`config.mk`:
```
export PLATFORM = sky130hd
export DESIGN_NAME = sts_sequencer
export DESIGN_NICKNAME = d
export VERILOG_FILES = /design/src/include/sts_pkg.sv /design/src/core/sts_sequencer.sv
export SDC_FILE = /design/constraint.sdc
export NUM_CORES = 1
export LEC_CHECK = 0
export BUFFER_PORTS_ARGS = -buffer_cell sky130_fd_sc_hd__buf_4
export CAP_MARGIN = 5
export CORE_UTILIZATION = 55
export CTS_BUF_LIST = sky130_fd_sc_hd__clkbuf_8
export DETAILED_ROUTE_END_ITERATION = 6
export PLACE_DENSITY = 0.79
export RECOVER_POWER = 50
export SYNTH_ARGS = -nofsm -noshare
export SYNTH_HDL_FRONTEND = slang
export SYNTH_SLANG_ARGS = --single-unit
```
`constraint.sdc`:
```
create_clock -name pclk -period 3.5 [get_ports pclk]
set_clock_uncertainty 0.05 [all_clocks]
set_input_delay 0.7 -clock pclk [delete_from_list [all_inputs] [get_ports pclk]]
set_output_delay 0.7 -clock pclk [all_outputs]
set_load 0.02 [all_outputs]
```
`src/include/sts_pkg.sv`:
```
// constants, register map and state encoding of the source transfer sequencer
// assumes a single 40 MHz clock; all delays are timed in whole seconds
package sts_pkg;
    // clock and time base
    localparam int CLK_PERIOD_NS = 25;
    localparam int CLK_HZ = 1_000_000_000 / CLK_PERIOD_NS;
    localparam int SEC_CYCLES_DEF = CLK_HZ * 1;
    localparam int PRESC_W = 26;
    localparam int SEC_W = 10;

    // delay figures in seconds
    localparam logic [SEC_W-1:0] GENSET_FAIL_S = 10'd300;
    localparam logic [SEC_W-1:0] ON_LOAD_TEST_S = 10'd0;
    localparam logic [SEC_W-1:0] OFF_LOAD_TEST_S = 10'd0;
    localparam logic [SEC_W-1:0] GENSET_COOL_S = 10'd60;
    localparam logic [SEC_W-1:0] RETRANSFER_S_DEF = 10'd60;

    // register byte offsets
    localparam logic [7:0] REG_CTRL = 8'h00;
    localparam logic [7:0] REG_CMD = 8'h04;
    localparam logic [7:0] REG_DET_EN = 8'h08;
    localparam logic [7:0] REG_STATUS = 8'h0c;
    localparam logic [7:0] REG_ALARM = 8'h10;
    localparam logic [7:0] REG_TIMER = 8'h14;

    // ctrl fields
    localparam int CTRL_APP_UG = 0;
    localparam int CTRL_AUTO_RET = 1;
    localparam int CTRL_ALARM_EN = 2;
    localparam int CTRL_PREF = 3;
    // cmd fields (write-one pulses)
    localparam int CMD_ON_TEST = 0;
    localparam int CMD_OFF_TEST = 1;
    localparam int CMD_TMR_CLR = 2;
    // alarm fields
    localparam int ALM_GEN = 0;
    localparam int ALM_ON_TEST = 1;
    localparam int ALM_OFF_TEST = 2;

    localparam int DET_N = 4;
    localparam logic [7:0] DET_EN_RST = 8'hff;

    // per-source status codes
    localparam logic [1:0] SRC_OFF = 2'b00;
    localparam logic [1:0] SRC_OK = 2'b01;
    localparam logic [1:0] SRC_OUTR = 2'b10;

    typedef enum logic [2:0] {
        ST_NORMAL = 3'b000,
        ST_GEN_START = 3'b001,
        ST_ON_ALT = 3'b010,
        ST_RETRANS = 3'b011,
        ST_COOL = 3'b100
    } sts_state_e;
endpackage

```
`src/core/sts_sequencer.sv`:
```
// source transfer sequencer: supervises two supplies and moves the load between them
// assumes synchronous per-detection in-range inputs and an apb master on pclk
// What this block does
// - generator fail timer runs 300 s after start
// - fail timer expiry raises alarm if enabled
// - alarm enable configurable, disabled after reset
// - alarm clears when either source in range
// - fail timer counts only with external power
// - on-load test timed, alarm when unfinished
// - off-load test timed, alarm when unfinished
// - utility mode: normal fails, move to alternate
// - auto return re-transfers to recovered normal
// - generator mode: normal fails, start generator
// - generator mode: transfer only when generator ready
// - cool-down signal only with the load on normal
// - utility mode indicators: on or blinking
// - utility mode: indicator lit while one source good
// - generator side indicator off without start
// - status ok when all enabled detections good
// - status out range on any enabled bad
// - starting generator reports out range
// - preferred normal source selectable
// - generator stop 60 s after normal closes
// - normal failing cancels the re-transfer delay
//
// Local design decisions: the placing of the registers and register access over APB.
`timescale 1ns/1ps
module sts_sequencer
    import sts_pkg::*;
#(
    parameter int SEC_CYCLES = SEC_CYCLES_DEF,
    parameter logic [SEC_W-1:0] RETRANSFER_S = RETRANSFER_S_DEF
) (
    // clock and reset
    input wire logic pclk,
    input wire logic presetn,
    // apb slave
    input wire logic psel,
    input wire logic penable,
    input wire logic pwrite,
    input wire logic [7:0] paddr,
    input wire logic [31:0] pwdata,
    output logic [31:0] prdata,
    output logic pready,
    output logic pslverr,
    // source detections, one bit per detection, high when in range
    input wire logic [DET_N-1:0] src1_det,
    input wire logic [DET_N-1:0] src2_det,
    // generator and test feedback
    input wire logic ext_power,
    input wire logic gen_ready,
    input wire logic test_done,
    // switch and generator commands
    output logic load_on_alt,
    output logic gen_start,
    output logic gen_cool,
    // indicators
    output logic src1_led,
    output logic src2_led,
    output logic gen_alarm
);
    typedef struct packed {
        sts_state_e st;
        logic load_alt;
        logic gen_start;
        logic gen_cool;
        logic gen_alarm;
        logic on_alarm;
        logic off_alarm;
        logic on_run;
        logic off_run;
        logic app_ug;
        logic auto_ret;
        logic alarm_en;
        logic pref;
        logic [7:0] det_en;
        logic [PRESC_W-1:0] presc;
        logic blink;
        logic [SEC_W-1:0] sec_cnt;
        logic [SEC_W-1:0] test_cnt;
        logic [1:0] stat1;
        logic [1:0] stat2;
        logic led1;
        logic led2;
        logic [31:0] rdata;
    } sts_state_s;

    sts_state_s r;
    sts_state_s next_r;

    logic ok1;
    logic ok2;
    logic ok_n;
    logic ok_a;
    logic tick;
    logic setup;
    logic wr;
    logic mapped;
    logic tmr_clr;
    logic fail_set;
    logic [1:0] st_n;
    logic [1:0] st_a;

    // a disabled detection never counts against its source
    assign ok1 = &(src1_det | ~r.det_en[DET_N-1:0]);
    assign ok2 = &(src2_det | ~r.det_en[2*DET_N-1:DET_N]);
    assign ok_n = r.pref ? ok2 : ok1;
    assign ok_a = r.pref ? ok1 : ok2;
    assign tick = (r.presc == PRESC_W'(SEC_CYCLES - 1));

    assign setup = psel && !penable;
    assign wr = psel && penable && pwrite;
    assign mapped = (paddr == REG_CTRL) || (paddr == REG_CMD) || (paddr == REG_DET_EN)
        || (paddr == REG_STATUS) || (paddr == REG_ALARM) || (paddr == REG_TIMER);
    assign pready = psel && penable;
    assign pslverr = psel && penable && !mapped;
    assign tmr_clr = wr && (paddr == REG_CMD) && pwdata[CMD_TMR_CLR];

    // fail timer expiry with the generator still not ready
    assign fail_set = (r.st == ST_GEN_START) && (r.sec_cnt == GENSET_FAIL_S)
        && !gen_ready && r.alarm_en;

    always_comb begin
        next_r = r;
        next_r.presc = tick ? '0 : r.presc + 1'b1;
        if (tick) begin
            next_r.blink = !r.blink;
        end

        // state timer, saturating; the fail timer needs external power
        if (tick && (r.sec_cnt != '1)) begin
            if ((r.st != ST_GEN_START) || ext_power) begin
                next_r.sec_cnt = r.sec_cnt + 1'b1;
            end
        end

        unique case (r.st)
            ST_NORMAL: begin
                if (!ok_n) begin
                    if (r.app_ug) begin
                        next_r.st = ST_GEN_START;
                        next_r.gen_start = 1'b1;
                        next_r.sec_cnt = '0;
                    end else if (ok_a) begin
                        next_r.st = ST_ON_ALT;
                        next_r.load_alt = 1'b1;
                    end
                end
            end
            ST_GEN_START: begin
                if (ok_n) begin
                    next_r.st = ST_COOL;
                    next_r.gen_cool = 1'b1;
                    next_r.sec_cnt = '0;
                end else if (gen_ready && ok_a) begin
                    next_r.st = ST_ON_ALT;
                    next_r.load_alt = 1'b1;
                end
            end
            ST_ON_ALT: begin
                if (ok_n && (r.auto_ret || !ok_a)) begin
                    next_r.st = ST_RETRANS;
                    next_r.sec_cnt = '0;
                end
            end
            ST_RETRANS: begin
                if (!ok_n) begin
                    next_r.st = ST_ON_ALT;
                end else if ((r.sec_cnt >= RETRANSFER_S) || !ok_a) begin
                    next_r.load_alt = 1'b0;
                    next_r.sec_cnt = '0;
                    if (r.app_ug) begin
                        next_r.st = ST_COOL;
                        next_r.gen_cool = 1'b1;
                    end else begin
                        next_r.st = ST_NORMAL;
                    end
                end
            end
            ST_COOL: begin
                if (!ok_n) begin
                    next_r.st = ST_GEN_START;
                    next_r.gen_cool = 1'b0;
                    next_r.sec_cnt = '0;
                end else if (r.sec_cnt >= GENSET_COOL_S) begin
                    next_r.st = ST_NORMAL;
                    next_r.gen_cool = 1'b0;
                    next_r.gen_start = 1'b0;
                end
            end
        endcase

        // generator alarm: the set wins over the clear
        if (fail_set) begin
            next_r.gen_alarm = 1'b1;
        end else if (ok_a || ok_n || !r.alarm_en) begin
            next_r.gen_alarm = 1'b0;
        end

        // load tests: time against their fixed length
        if (tick && r.test_cnt != '1) begin
            next_r.test_cnt = r.test_cnt + 1'b1;
        end
        if (r.on_run) begin
            if (test_done) begin
                next_r.on_run = 1'b0;
            end else if (r.test_cnt >= ON_LOAD_TEST_S) begin
                next_r.on_run = 1'b0;
                next_r.on_alarm = 1'b1;
            end
        end
        if (r.off_run) begin
            if (test_done) begin
                next_r.off_run = 1'b0;
            end else if (r.test_cnt >= OFF_LOAD_TEST_S) begin
                next_r.off_run = 1'b0;
                next_r.off_alarm = 1'b1;
            end
        end

        // source status and indicators
        st_n = ok_n ? SRC_OK : SRC_OUTR;
        st_a = ok_a ? SRC_OK : SRC_OUTR;
        if (r.app_ug) begin
            if (!r.gen_start) begin
                st_a = SRC_OFF;
            end else if (r.st == ST_GEN_START && !gen_ready) begin
                st_a = SRC_OUTR;
            end
        end
        next_r.stat1 = r.pref ? st_a : st_n;
        next_r.stat2 = r.pref ? st_n : st_a;
        // never steadily dark in utility mode: ok steady, out range blinking
        next_r.led1 = (r.stat1 == SRC_OK) || ((r.stat1 == SRC_OUTR) && r.blink);
        next_r.led2 = (r.stat2 == SRC_OK) || ((r.stat2 == SRC_OUTR) && r.blink);

        // apb writes
        if (wr) begin
            unique case (paddr)
                REG_CTRL: begin
                    next_r.app_ug = pwdata[CTRL_APP_UG];
                    next_r.auto_ret = pwdata[CTRL_AUTO_RET];
                    next_r.alarm_en = pwdata[CTRL_ALARM_EN];
                    next_r.pref = pwdata[CTRL_PREF];
                end
                REG_CMD: begin
                    if (pwdata[CMD_ON_TEST] || pwdata[CMD_OFF_TEST]) begin
                        next_r.test_cnt = '0;
                    end
                    if (pwdata[CMD_ON_TEST]) begin
                        next_r.on_run = 1'b1;
                    end
                    if (pwdata[CMD_OFF_TEST]) begin
                        next_r.off_run = 1'b1;
                    end
                end
                REG_DET_EN: next_r.det_en = pwdata[7:0];
                REG_ALARM: begin
                    // a test alarm raised in this cycle survives the clear
                    if (pwdata[ALM_ON_TEST] && !(next_r.on_alarm && !r.on_alarm)) begin
                        next_r.on_alarm = 1'b0;
                    end
                    if (pwdata[ALM_OFF_TEST] && !(next_r.off_alarm && !r.off_alarm)) begin
                        next_r.off_alarm = 1'b0;
                    end
                end
                default: begin
                end
            endcase
        end
        if (tmr_clr) begin
            next_r.sec_cnt = '0;
            next_r.test_cnt = '0;
            next_r.presc = '0;
        end

        // read data captured in the setup cycle
        if (setup && !pwrite) begin
            unique case (paddr)
                REG_CTRL: next_r.rdata = {28'h0, r.pref, r.alarm_en, r.auto_ret, r.app_ug};
                REG_DET_EN: next_r.rdata = {24'h0, r.det_en};
                REG_STATUS: next_r.rdata = {18'h0, r.stat2, r.stat1, r.on_run, r.off_run,
                    r.gen_cool, r.gen_start, r.load_alt, ok2, ok1, r.st};
                REG_ALARM: next_r.rdata = {29'h0, r.off_alarm, r.on_alarm, r.gen_alarm};
                REG_TIMER: next_r.rdata = {6'h0, r.test_cnt, 6'h0, r.sec_cnt};
                default: next_r.rdata = 32'h0;
            endcase
        end
    end

    always_ff @(posedge pclk or negedge presetn) begin
        if (!presetn) begin
            r <= '0;
            r.st <= ST_NORMAL;
            r.det_en <= DET_EN_RST;
        end else begin
            r <= next_r;
        end
    end

    assign prdata = r.rdata;
    assign load_on_alt = r.load_alt;
    assign gen_start = r.gen_start;
    assign gen_cool = r.gen_cool;
    assign src1_led = r.led1;
    assign src2_led = r.led2;
    assign gen_alarm = r.gen_alarm;

    property p_fail_alarm;
        @(posedge pclk) disable iff (!presetn)
        $rose(r.gen_alarm) |-> $past(r.alarm_en) && $past(r.st == ST_GEN_START)
            && ($past(r.sec_cnt) == GENSET_FAIL_S);
    endproperty
    a_fail_alarm: assert property (p_fail_alarm) else $error("gen alarm without expiry");

    property p_alarm_disabled;
        @(posedge pclk) disable iff (!presetn)
        !r.alarm_en |=> !r.gen_alarm;
    endproperty
    a_alarm_disabled: assert property (p_alarm_disabled) else $error("alarm while off");

    property p_alarm_clear;
        @(posedge pclk) disable iff (!presetn)
        (ok_n || ok_a) && !fail_set |=> !r.gen_alarm;
    endproperty
    a_alarm_clear: assert property (p_alarm_clear) else $error("alarm not cleared");

    property p_no_power_hold;
        @(posedge pclk) disable iff (!presetn)
        (r.st == ST_GEN_START) && !ext_power && !ok_n && !tmr_clr
            && !(gen_ready && ok_a) |=> $stable(r.sec_cnt);
    endproperty
    a_no_power_hold: assert property (p_no_power_hold) else $error("fail timer ran");

    property p_uu_transfer;
        @(posedge pclk) disable iff (!presetn)
        (r.st == ST_NORMAL) && !r.app_ug && !ok_n && ok_a |=> r.load_alt;
    endproperty
    a_uu_transfer: assert property (p_uu_transfer) else $error("no transfer to alt");

    property p_ug_start;
        @(posedge pclk) disable iff (!presetn)
        (r.st == ST_NORMAL) && r.app_ug && !ok_n |=> r.gen_start && !r.load_alt;
    endproperty
    a_ug_start: assert property (p_ug_start) else $error("generator not started");

    property p_ready_gate;
        @(posedge pclk) disable iff (!presetn)
        $rose(r.load_alt) && r.app_ug |-> $past(gen_ready) || $past(r.st == ST_NORMAL);
    endproperty
    a_ready_gate: assert property (p_ready_gate) else $error("transfer before ready");

    property p_cool_after;
        @(posedge pclk) disable iff (!presetn)
        r.gen_cool |-> !r.load_alt && r.gen_start;
    endproperty
    a_cool_after: assert property (p_cool_after) else $error("cool while on alternate");

    property p_cancel;
        @(posedge pclk) disable iff (!presetn)
        (r.st == ST_RETRANS) && !ok_n |=> (r.st == ST_ON_ALT) && r.load_alt;
    endproperty
    a_cancel: assert property (p_cancel) else $error("re-transfer not cancelled");

    property p_gen_led_off;
        @(posedge pclk) disable iff (!presetn)
        r.app_ug && !r.gen_start && !r.pref ##1 r.app_ug && !r.gen_start && !r.pref |=> !r.led2;
    endproperty
    a_gen_led_off: assert property (p_gen_led_off) else $error("generator led lit");
endmodule // sts_sequencer

```
==> metrics.csv, run 1 <==
stage,metric,value,unit
sta,maxSlewViolCount,65,
sta,timing.final.ws_setup,0.606,ns
pwr,vdd_drop_max,0.183,mV
clocking,path_clk_slew,0.10,ns
global_routing,grt_pass1_vias,4019,
setup_path,slowest_delay,0.56,ns
hold_path,min_from,r[59],
hold_path,hold_path.class,flip-flop to flip-flop,
setup_path,crit_path_end_kind,output pin,
global_routing,grt_usage,24.0,%
sta,worst_slew_pin_slew,1.54,ns
setup_path,crit_chain,"buf_4, or4_4, or2_1, a21oi_1, nor2b_1, buf_4",
detailed_routing,drt-vias-per-instance,5.89,
die,coreArea,9730,um2
setup_path,timing.critical_path.mode_cell,buf_4,
clocking,numClockSinks,100,
detailed_routing,first_pass_iters,4,
setup_path,critPathLaunchType,input port,
global_routing,grt_overflow_total,0,
sta,maxSlewHeadroom,-2.80,%
pwr,power_density,415,nW/um2
synth,synth-async-reset-ratio,100,%
synth,synth_cell_type_count,58,
clocking,clk_latency,0.38,ns
place,detailed_place_hpwl,8630,um
setup_path,cp.arrival,2.14,ns
clocking,cts_tree,built,
clocking,post_cts_buffers,0,
setup_path,cp_max_fo,7,
synth,yosys_warnings,0,
place,place.gp.congestion,1.00,
clocking,cts_buffers,9,
sta,setup_viol,0,
final_layout,finalNetCount,650,
synth,netlist_instances,559,
detailed_routing,ant_nets,0,
setup_path,required,2.75,ns
final_layout,fillCellCount,814,
die,die_w,102,um
synth,synth_edf_count,0,
final_layout,area_growth,9.40,%
clocking,holdBufCountCts,0,
synth,synth.avg_cell_area,9.86,um2
final_layout,antenna_cells,0,
sta,fin_crit,2.89,ns
outcome,violations,"max-capacitance violations, max-slew violations",
place,port_buffers,63,
clocking,ctsResizeCount,0,
detailed_routing,drt-initial-drc-count,258,
setup_path,cpMaxStageDelayCell,or4_4,
setup_path,crit_type,input port to output pin,
clocking,cts-root-buf,clkbuf_8,
detailed_routing,wl,11900,um
die,die_area,10400,um2
setup_path,setup.worst_path.start,paddr[1],
die,fp-row-count,36,
sta,clock.fmax,346,MHz
pwr,leakage,0.00264,uW
synth,ys_seq_area_share,45.6,%
synth,ys_seq_elements,100,
die,start_util,56.7,%
synth,synthFlopType,dfrtp_1,
detailed_routing,avgRoutedWirePerCell,16.3,um
sta,hold_viol_final,0,
die,ios,96,
run,cap_violations,1,
die,die_h,102,um
sta,finalCritPeriodShare,82.7,%
global_routing,grt_max_degree,65,
sta,rsz0062_at_grt,no,
place,placement.setup.worst_slack,0.561,ns
final_layout,drive_gt1_share,17.0,%
clocking,clockBufferDepth,2,
synth,syn_area,5510,um2
clocking,htreeDepth,3,
setup_path,reg2reg_from,r[77],
pwr,finalPower,2500,uW
global_routing,grt_pass1_wl,19200,um
sta,fin_setup_tns,0,ns
outcome,outcome,"complete, but fails checks",
global_routing,antenna_found_initial,0,
detailed_routing,drcViolationCount,0,
detailed_routing,num_vias,4291,
[worst max-delay path, delay by kind of cell]
kind	cells	cell delay, ns
AO/OA/AOI/OAI	1	0.21
AND/OR/NAND/NOR	3	0.98
buffers and inverters	2	0.27
[placed cells by master, fill, tap and decap left out, types with 7 or more instances in the layout]
cell type,count
clkbuf_8,11
a21oi_1,12
nand2_1,38
nor3_1,8
xor2_1,32
inv_1,15
nor2_1,50
and2_1,7
nor2b_1,15
dfrtp_1,92
and3_1,11
a22oi_1,14
conb_1,8
clkbuf_1,14
nand4_1,20
nand3_1,23
mux2_2,9
xnor2_1,10
a31oi_1,12
a22o_1,20
nor3b_1,13
mux2i_1,8
buf_4,55
o21ai_0,14
dfstp_2,8
[registers in the layout (all words and copies together) (netlist names)]
signal / cells
r: 70
prdata: 24
gen_alarm: 1
gen_cool: 1
gen_start: 1
load_on_alt: 1
src1_led: 1
src2_led: 1
[routing by layer]
| metal | up-vias | global-route usage (%) | part of all wire (%) |
|---|---|---|---|
| met5 | - | 0 | 0 |
| met4 | 0 | 9.78 | 1.7 |
| met3 | 16 | 3.49 | 4.5 |
| met2 | 125 | 38.3 | 48 |
| met1 | 2123 | 32.9 | 46 |
| li1 | 2027 | - | - |
[final timing paths]
check	end	slack [ns]	cells past startpoint
min in group asynchronous	prdata[24]	0.63	1
max in group asynchronous	r[96]	1.11	2
hold / removal	r[59]	0.41	1
setup reg to reg	r[54]	1.03	6
setup / recovery	pslverr	0.61	6
hold reg to reg	r[59]	0.41	1
[cells in the mapped netlist (9+ instances only)]
cell | instances | area [um2]
nor2_1 | 50 | 188
o21ai_0 | 14 | 70.1
xor2_1 | 32 | 280
mux2_2 | 9 | 101
dfrtp_1 | 92 | 2300
nand4_1 | 20 | 125
a31oi_1 | 12 | 75.1
and3_1 | 11 | 68.8
nand2_1 | 38 | 143
buf_4 | 34 | 255
a22o_1 | 20 | 175
a21oi_1 | 12 | 60.1
clkbuf_1 | 16 | 60.1
nor2b_1 | 15 | 93.8
inv_1 | 14 | 52.6
nor3b_1 | 13 | 97.6
a22oi_1 | 14 | 105
nand3_1 | 23 | 115
xnor2_1 | 10 | 87.6
[cell type report]
| cell class | instances | area [um2] | area share (%) |
|---|---|---|---|
| multi-input combinational | 394 | 2610 | 43.3 |
| clock inverter | 5 | 58.8 | 0.975 |
| sequential | 100 | 2510 | 41.7 |
| clock buffer | 11 | 151 | 2.51 |
| tap | 133 | 166 | 2.76 |
| inverter | 14 | 52.6 | 0.871 |
| timing repair buffer | 71 | 475 | 7.88 |
[power by group]
part	internal [uW]	switching, uW	leakage [uW]	total [uW]
clock	372	404	0.000108	776
sequential	1220	96.2	0.00127	1320
combinational	168	242	0.00127	410
total	1760	743	0.00264	2500
[kinds of logic (layout without fill, tap and decap cells)]
family                     after synthesis  in the layout  share of synthesized area, %
adders and majority gates                4              4                         0.908
muxes                                   22             22                          4.58
DFF                                    100            100                          45.6
AOI/OAI and AO/OA                       94             94                          12.0
other                                    1              8                        0.0680
buffers and inverters                   72            101                          7.60
and+or+nand+nor                        224            224                          22.6
xor gates and xnor gates                42             42                          6.67
[per-stage QoR]
stage               util (%)  instance area [um2]  cells  hold slack, ns
CTS                     62.7                 6100    728           0.378
finish                  62.0                 6030    728           0.405
global route            62.0                 6030    728           0.416
global placement        60.5                 5890    712           0.387
detailed placement      60.5                 5890    712           0.394
floorplan                  -                 5540    566           0.354
Power figures use the tool's default switching activity.
==> run 2: changes to the inputs <==
- CORE_UTILIZATION: 55 -> 53
- clock period: 3.5 -> 2.3 ns (I/O delays scaled with it)
==> run 2 against run 1 <==
The run now ends clean. Sequential cell count stayed put. Die area is 3.7% higher. Critical path depth stayed put. Design area is 5.4% higher. Cell count is 4.0% higher. Worst hold slack worse by 0.14 ns. Critical path type unchanged. Largest cell class unchanged. Largest power group unchanged.
==> metrics.csv, run 2 (synthesis results as in run 1) <==
stage,metric,value,unit
detailed_routing,first_pass_iters,5,
die,die_h,104,um
sta,clock.fmax,444,MHz
sta,setup_viol,0,
clocking,path_clk_slew,0.09,ns
global_routing,use_met1,32.7,%
clocking,clockBufferDepth,2,
clocking,cts-root-buf,clkbuf_8,
final_layout,final_cell_mix,"dfrtp_1, buf_4, nor2_1",
detailed_routing,num_vias,4463,
pwr,leakage,0.00282,uW
sta,timing.final.ws_setup,0.0473,ns
final_layout,regArea,2510,um2
die,coreArea,9910,um2
die,fp-row-count,36,
setup_path,required,1.79,ns
final_layout,finalNetCount,679,
setup_path,r2r_setup_slack,0.08,ns
pwr,vdd_drop_max,0.288,mV
final_layout,fillCellCount,778,
setup_path,reg2reg_from,r[87],
detailed_routing,avgRoutedWirePerCell,16.8,um
detailed_routing,drt-vias-per-instance,5.90,
die,start_util,55.6,%
sta,worst_slew_pin_slew,0.756,ns
clocking,numClockSinks,100,
final_layout,drive_gt1_share,22.1,%
pwr,power_density,630,nW/um2
global_routing,grt_usage,24.2,%
clocking,cts_buffers,9,
hold_path,timing.hold.worst_endpoint,r[89],
detailed_routing,drt-initial-drc-count,355,
die,ios,96,
global_routing,grt_use_met2,39.2,%
detailed_routing,ant_nets,0,
global_routing,grt_pass1_wl,21100,um
final_layout,area_growth,15.3,%
place,port_buffers,63,
sta,hold_viol_final,0,
place,detailed_place_hpwl,8960,um
sta,fin_setup_tns,0,ns
place,postPlaceCellArea,6110,um2
setup_path,cp_max_fo,6,
global_routing,grt_busiest_layer,met2,
die,die_area,10800,um2
clocking,htreeDepth,3,
hold_path,hold_path.class,input port to flip-flop,
hold_path,whs_path_depth,2,
sta,finalCritPeriodShare,97.9,%
setup_path,crit_path_end_kind,output pin,
global_routing,antenna_found_initial,0,
place,place.gp.congestion,0.900,
detailed_routing,drcViolationCount,0,
setup_path,crit_type,input port to output pin,
sta,maxSlewViolCount,0,
setup_path,r2r_cells,8,
final_layout,multi_input_area,2650,um2
final_layout,final_common_cell,dfrtp_1,
setup_path,r2r_end,gen_cool,
clocking,clk_latency,0.38,ns
global_routing,grt_pass1_vias,4367,
detailed_routing,wl,12700,um
setup_path,critPathLaunchType,input port,
final_layout,antenna_cells,0,
place,placement.setup.worst_slack,-0.254,ns
setup_path,cp.arrival,1.74,ns
sta,fin_crit,2.25,ns
global_routing,grt_use_met3,3.95,%
run,cap_violations,0,
die,die_w,104,um
clocking,cts_tree,built,
sta,maxSlewHeadroom,49.6,%
global_routing,grt_overflow_total,0,
final_layout,largest_reg_flops,70,
hold_path,min_from,pwdata[4],
pwr,finalPower,4000,uW
final_layout,fin_area,6360,um2
final_layout,largest-register,r,
outcome,outcome,"complete, no violations",
global_routing,grt_max_degree,73,
==> run 2: cell count changes in the layout (fill, tap and decap cells not counted), moves of 2 or more <==
| cell | delta |
|---|---|
| buf_4 | +26 |
| buf_12 | +4 |
| a32oi_1 | -2 |
| a32oi_2 | +2 |
| clkbuf_1 | -2 |
| clkbuf_8 | -2 |
| o21ai_0 | -2 |
==> run 2: worst max path at each step <==
stage / start / end / cells past startpoint
CTS: paddr[1] / pslverr / 6
floorplan: paddr[1] / r[93] / 6
detailed placement: paddr[1] / r[48] / 7
global route: r[86] / gen_cool / 8
global placement: paddr[1] / r[57] / 7
finish: paddr[1] / pslverr / 6
==> run 2: metrics by stage <==
step / hold WS, ns / util (%) / std cells
CTS: 0.259 / 64.1 / 753
floorplan: 0.114 / - / 566
detailed placement: 0.360 / 61.6 / 736
global placement: 0.360 / 61.6 / 736
global route: 0.257 / 64.2 / 757
finish: 0.263 / 64.2 / 757
==> run 2: layer usage <==
metal / routed length, um / vias up
li1: - / 2097
met1: 5440 / 2158
met2: 6170 / 180
met3: 773 / 28
met4: 349 / 0
met5: 0 / -
==> run 2: report_power, final <==
group          internal, uW  switching [uW]
Combinational           320             428
Clock                   623             647
Sequential             1860             128
==> run 2: layout make-up <==
class                   instances  area share (%)
clock buffers                   9            1.95
clock inverters                 7            1.53
inverters                      14           0.826
multi-input cells             394            41.6
flip-flops and latches        100            39.5
well taps                     133            2.62
repair buffers                100            11.9
==> run 2: what timing repair did <==
item	in CTS	in global routing
pin swaps	0	3
hold endpoints to repair	28	0
hold buffers	1	0
endpoints found under the setup margin	11	14
buffers inserted	0	4
gates resized for setup	2	8
==> run 2: worst max-delay path, cell delays in order <==
cell and delay, ns:
buf_4 0.11, or4_4 0.54, or2_4 0.29, a21oi_2 0.13, nor2b_1 0.06, buf_4 0.15
==> run 3: changes to the inputs <==
--- a/constraint.sdc
+++ b/constraint.sdc
@@ -3,3 +3,3 @@
 set_input_delay 0.46 -clock pclk [delete_from_list [all_inputs] [get_ports pclk]]
 set_output_delay 0.46 -clock pclk [all_outputs]
-set_load 0.02 [all_outputs]
+set_load 0.005 [all_outputs]
==> run 3 against run 2 <==
Sequential cell count unchanged. Routed wire length about the same. Power decreased by 0.72%. First-iteration DRC count unchanged. Non-clock buffer count unchanged. Via count decreased by 0.18%. Critical path depth unchanged. Worst hold slack improved by 0.00070 ns. Register-to-register slack about the same. Fmax increased by 0.92%. Setup slack improved by 0.021 ns. Largest cell class unchanged.
==> metrics.csv, run 3 (synthesis results as in run 1) <==
stage,metric,value,unit
global_routing,grt_pass1_wl,21100,um
die,die_area,10800,um2
sta,maxSlewHeadroom,49.7,%
place,dp_cells,736,
die,coreArea,9910,um2
place,place.gp.congestion,0.900,
outcome,outcome,"complete, no violations",
clocking,numClockSinks,100,
setup_path,required,1.79,ns
setup_path,crit_path_end_kind,output pin,
setup_path,cp.depth,6,
place,port_buffers,63,
clocking,clk_latency,0.38,ns
setup_path,cp_max_fo,6,
detailed_routing,num_vias,4455,
setup_path,cpMaxStageDelayCell,or4_4,
final_layout,area_growth,16.2,%
pwr,leakage,0.00287,uW
sta,finalCritPeriodShare,97.0,%
global_routing,antenna_found_initial,0,
die,die_h,104,um
pwr,vdd_drop_max,0.288,mV
die,ios,96,
setup_path,r2r_cells,8,
place,detailed_place_hpwl,8960,um
place,postPlaceCellArea,6110,um2
hold_path,whs_path_depth,2,
clocking,cts-root-buf,clkbuf_8,
final_layout,fin_util,64.6,%
die,start_util,55.6,%
final_layout,fin_area,6400,um2
sta,clock.fmax,448,MHz
detailed_routing,drt-vias-per-instance,5.89,
setup_path,crit_chain,"buf_4, or4_4, or2_4, a21oi_2, nor2b_1, buf_4",
clocking,path_clk_slew,0.09,ns
setup_path,timing.critical_path.mode_cell,buf_4,
setup_path,crit_buf_inv,2,
setup_path,critPathLaunchType,input port,
sta,worst_slew_pin_slew,0.752,ns
die,fp-row-count,36,
detailed_routing,drt-initial-drc-count,355,
sta,fin_crit,2.23,ns
clocking,cts_tree,built,
detailed_routing,wl,12700,um
global_routing,grt_usage,24.2,%
sta,hold_viol_final,0,
final_layout,final_cell_mix,"dfrtp_1, buf_4, nor2_1",
global_routing,grt_max_degree,73,
detailed_routing,ant_nets,0,
final_layout,finalNetCount,679,
setup_path,cp_top_family,simple AND/OR/NAND/NOR gates,
run,cap_violations,0,
clocking,cts_buffers,9,
final_layout,antenna_cells,0,
die,die_w,104,um
clocking,clockBufferDepth,2,
clocking,htreeDepth,3,
setup_path,crit_type,input port to output pin,
sta,setup_viol,0,
hold_path,hold_path.class,input port to flip-flop,
detailed_routing,drcViolationCount,0,
final_layout,final_cells,757,
detailed_routing,first_pass_iters,5,
final_layout,final_common_cell,dfrtp_1,
detailed_routing,avgRoutedWirePerCell,16.8,um
final_layout,largest_reg_flops,70,
global_routing,grt_overflow_total,0,
final_layout,largest-register,r,
setup_path,slowest_delay,0.54,ns
sta,maxSlewViolCount,0,
global_routing,grt_pass1_vias,4367,
pwr,power_density,621,nW/um2
setup_path,cp.arrival,1.72,ns
final_layout,drive_gt1_share,24.0,%
run 3: worst register-to-register path, delay by kind of cell, from the launching register on:
kind / cells / cell delay, ns
flops: 1 / 0.55
compound gates: 2 / 0.47
simple gates: 3 / 0.43
buf+inv: 2 / 0.32
mux: 1 / 0.30
run 3: metrics by stage:
step	setup TNS (ns)	hold slack (ns)	worst slack [ns]	total power, uW
2_1_floorplan	-0.444	0.114	-0.111	2390
3_3_place_gp	-7.37	0.360	-0.184	2620
3_5_place_dp	-9.85	0.360	-0.254	2660
4_1_cts	0	0.259	0.0302	3920
5_1_grt	-0.0176	0.257	-0.0176	4150
6_report	0	0.264	0.0679	3970
run 3: layer usage:
layer / up-vias / wire length (um) / track usage [%]
li1: 2096 / - / -
met1: 2141 / 5430 / 32.7
met2: 186 / 6170 / 39.2
met3: 32 / 774 / 3.95
met4: 0 / 374 / 9.18
met5: - / 0 / 0
run 3: power breakdown:
group	switching (uW)	internal, uW
clock network	646	623
registers	128	1860
logic	399	321
total	1170	2800
run 3: path summary, 6_finish.rpt:
check,to,slack [ns],startpoint
worst min register to register,src1_led,0.43,r[37]
max in group asynchronous,r[88],0.71,presetn
worst min-delay path,r[89],0.26,pwdata[4]
min in group asynchronous,r[48],0.62,presetn
worst max-delay path,pslverr,0.07,paddr[1]
worst max register to register,gen_cool,0.08,r[92]
run 3: layout make-up:
| type | count | area (um2) |
|---|---|---|
| repair buffers | 100 | 805 |
| clock buffers | 9 | 124 |
| fillers | 770 | 3510 |
| multi-input cells | 394 | 2650 |
| clock inverters | 7 | 97.6 |
| well taps | 133 | 166 |
| inverters | 14 | 52.6 |
| flip-flops and latches | 100 | 2510 |
run 3: what timing repair did:
item                                    4_1_cts  5_1_grt
pin swaps                                     0        3
hold buffers                                  1        0
endpoints found under the setup margin       11       14
endpoints found under the hold margin        28        0
resized for setup                             2        8
setup buffers                                 0        4
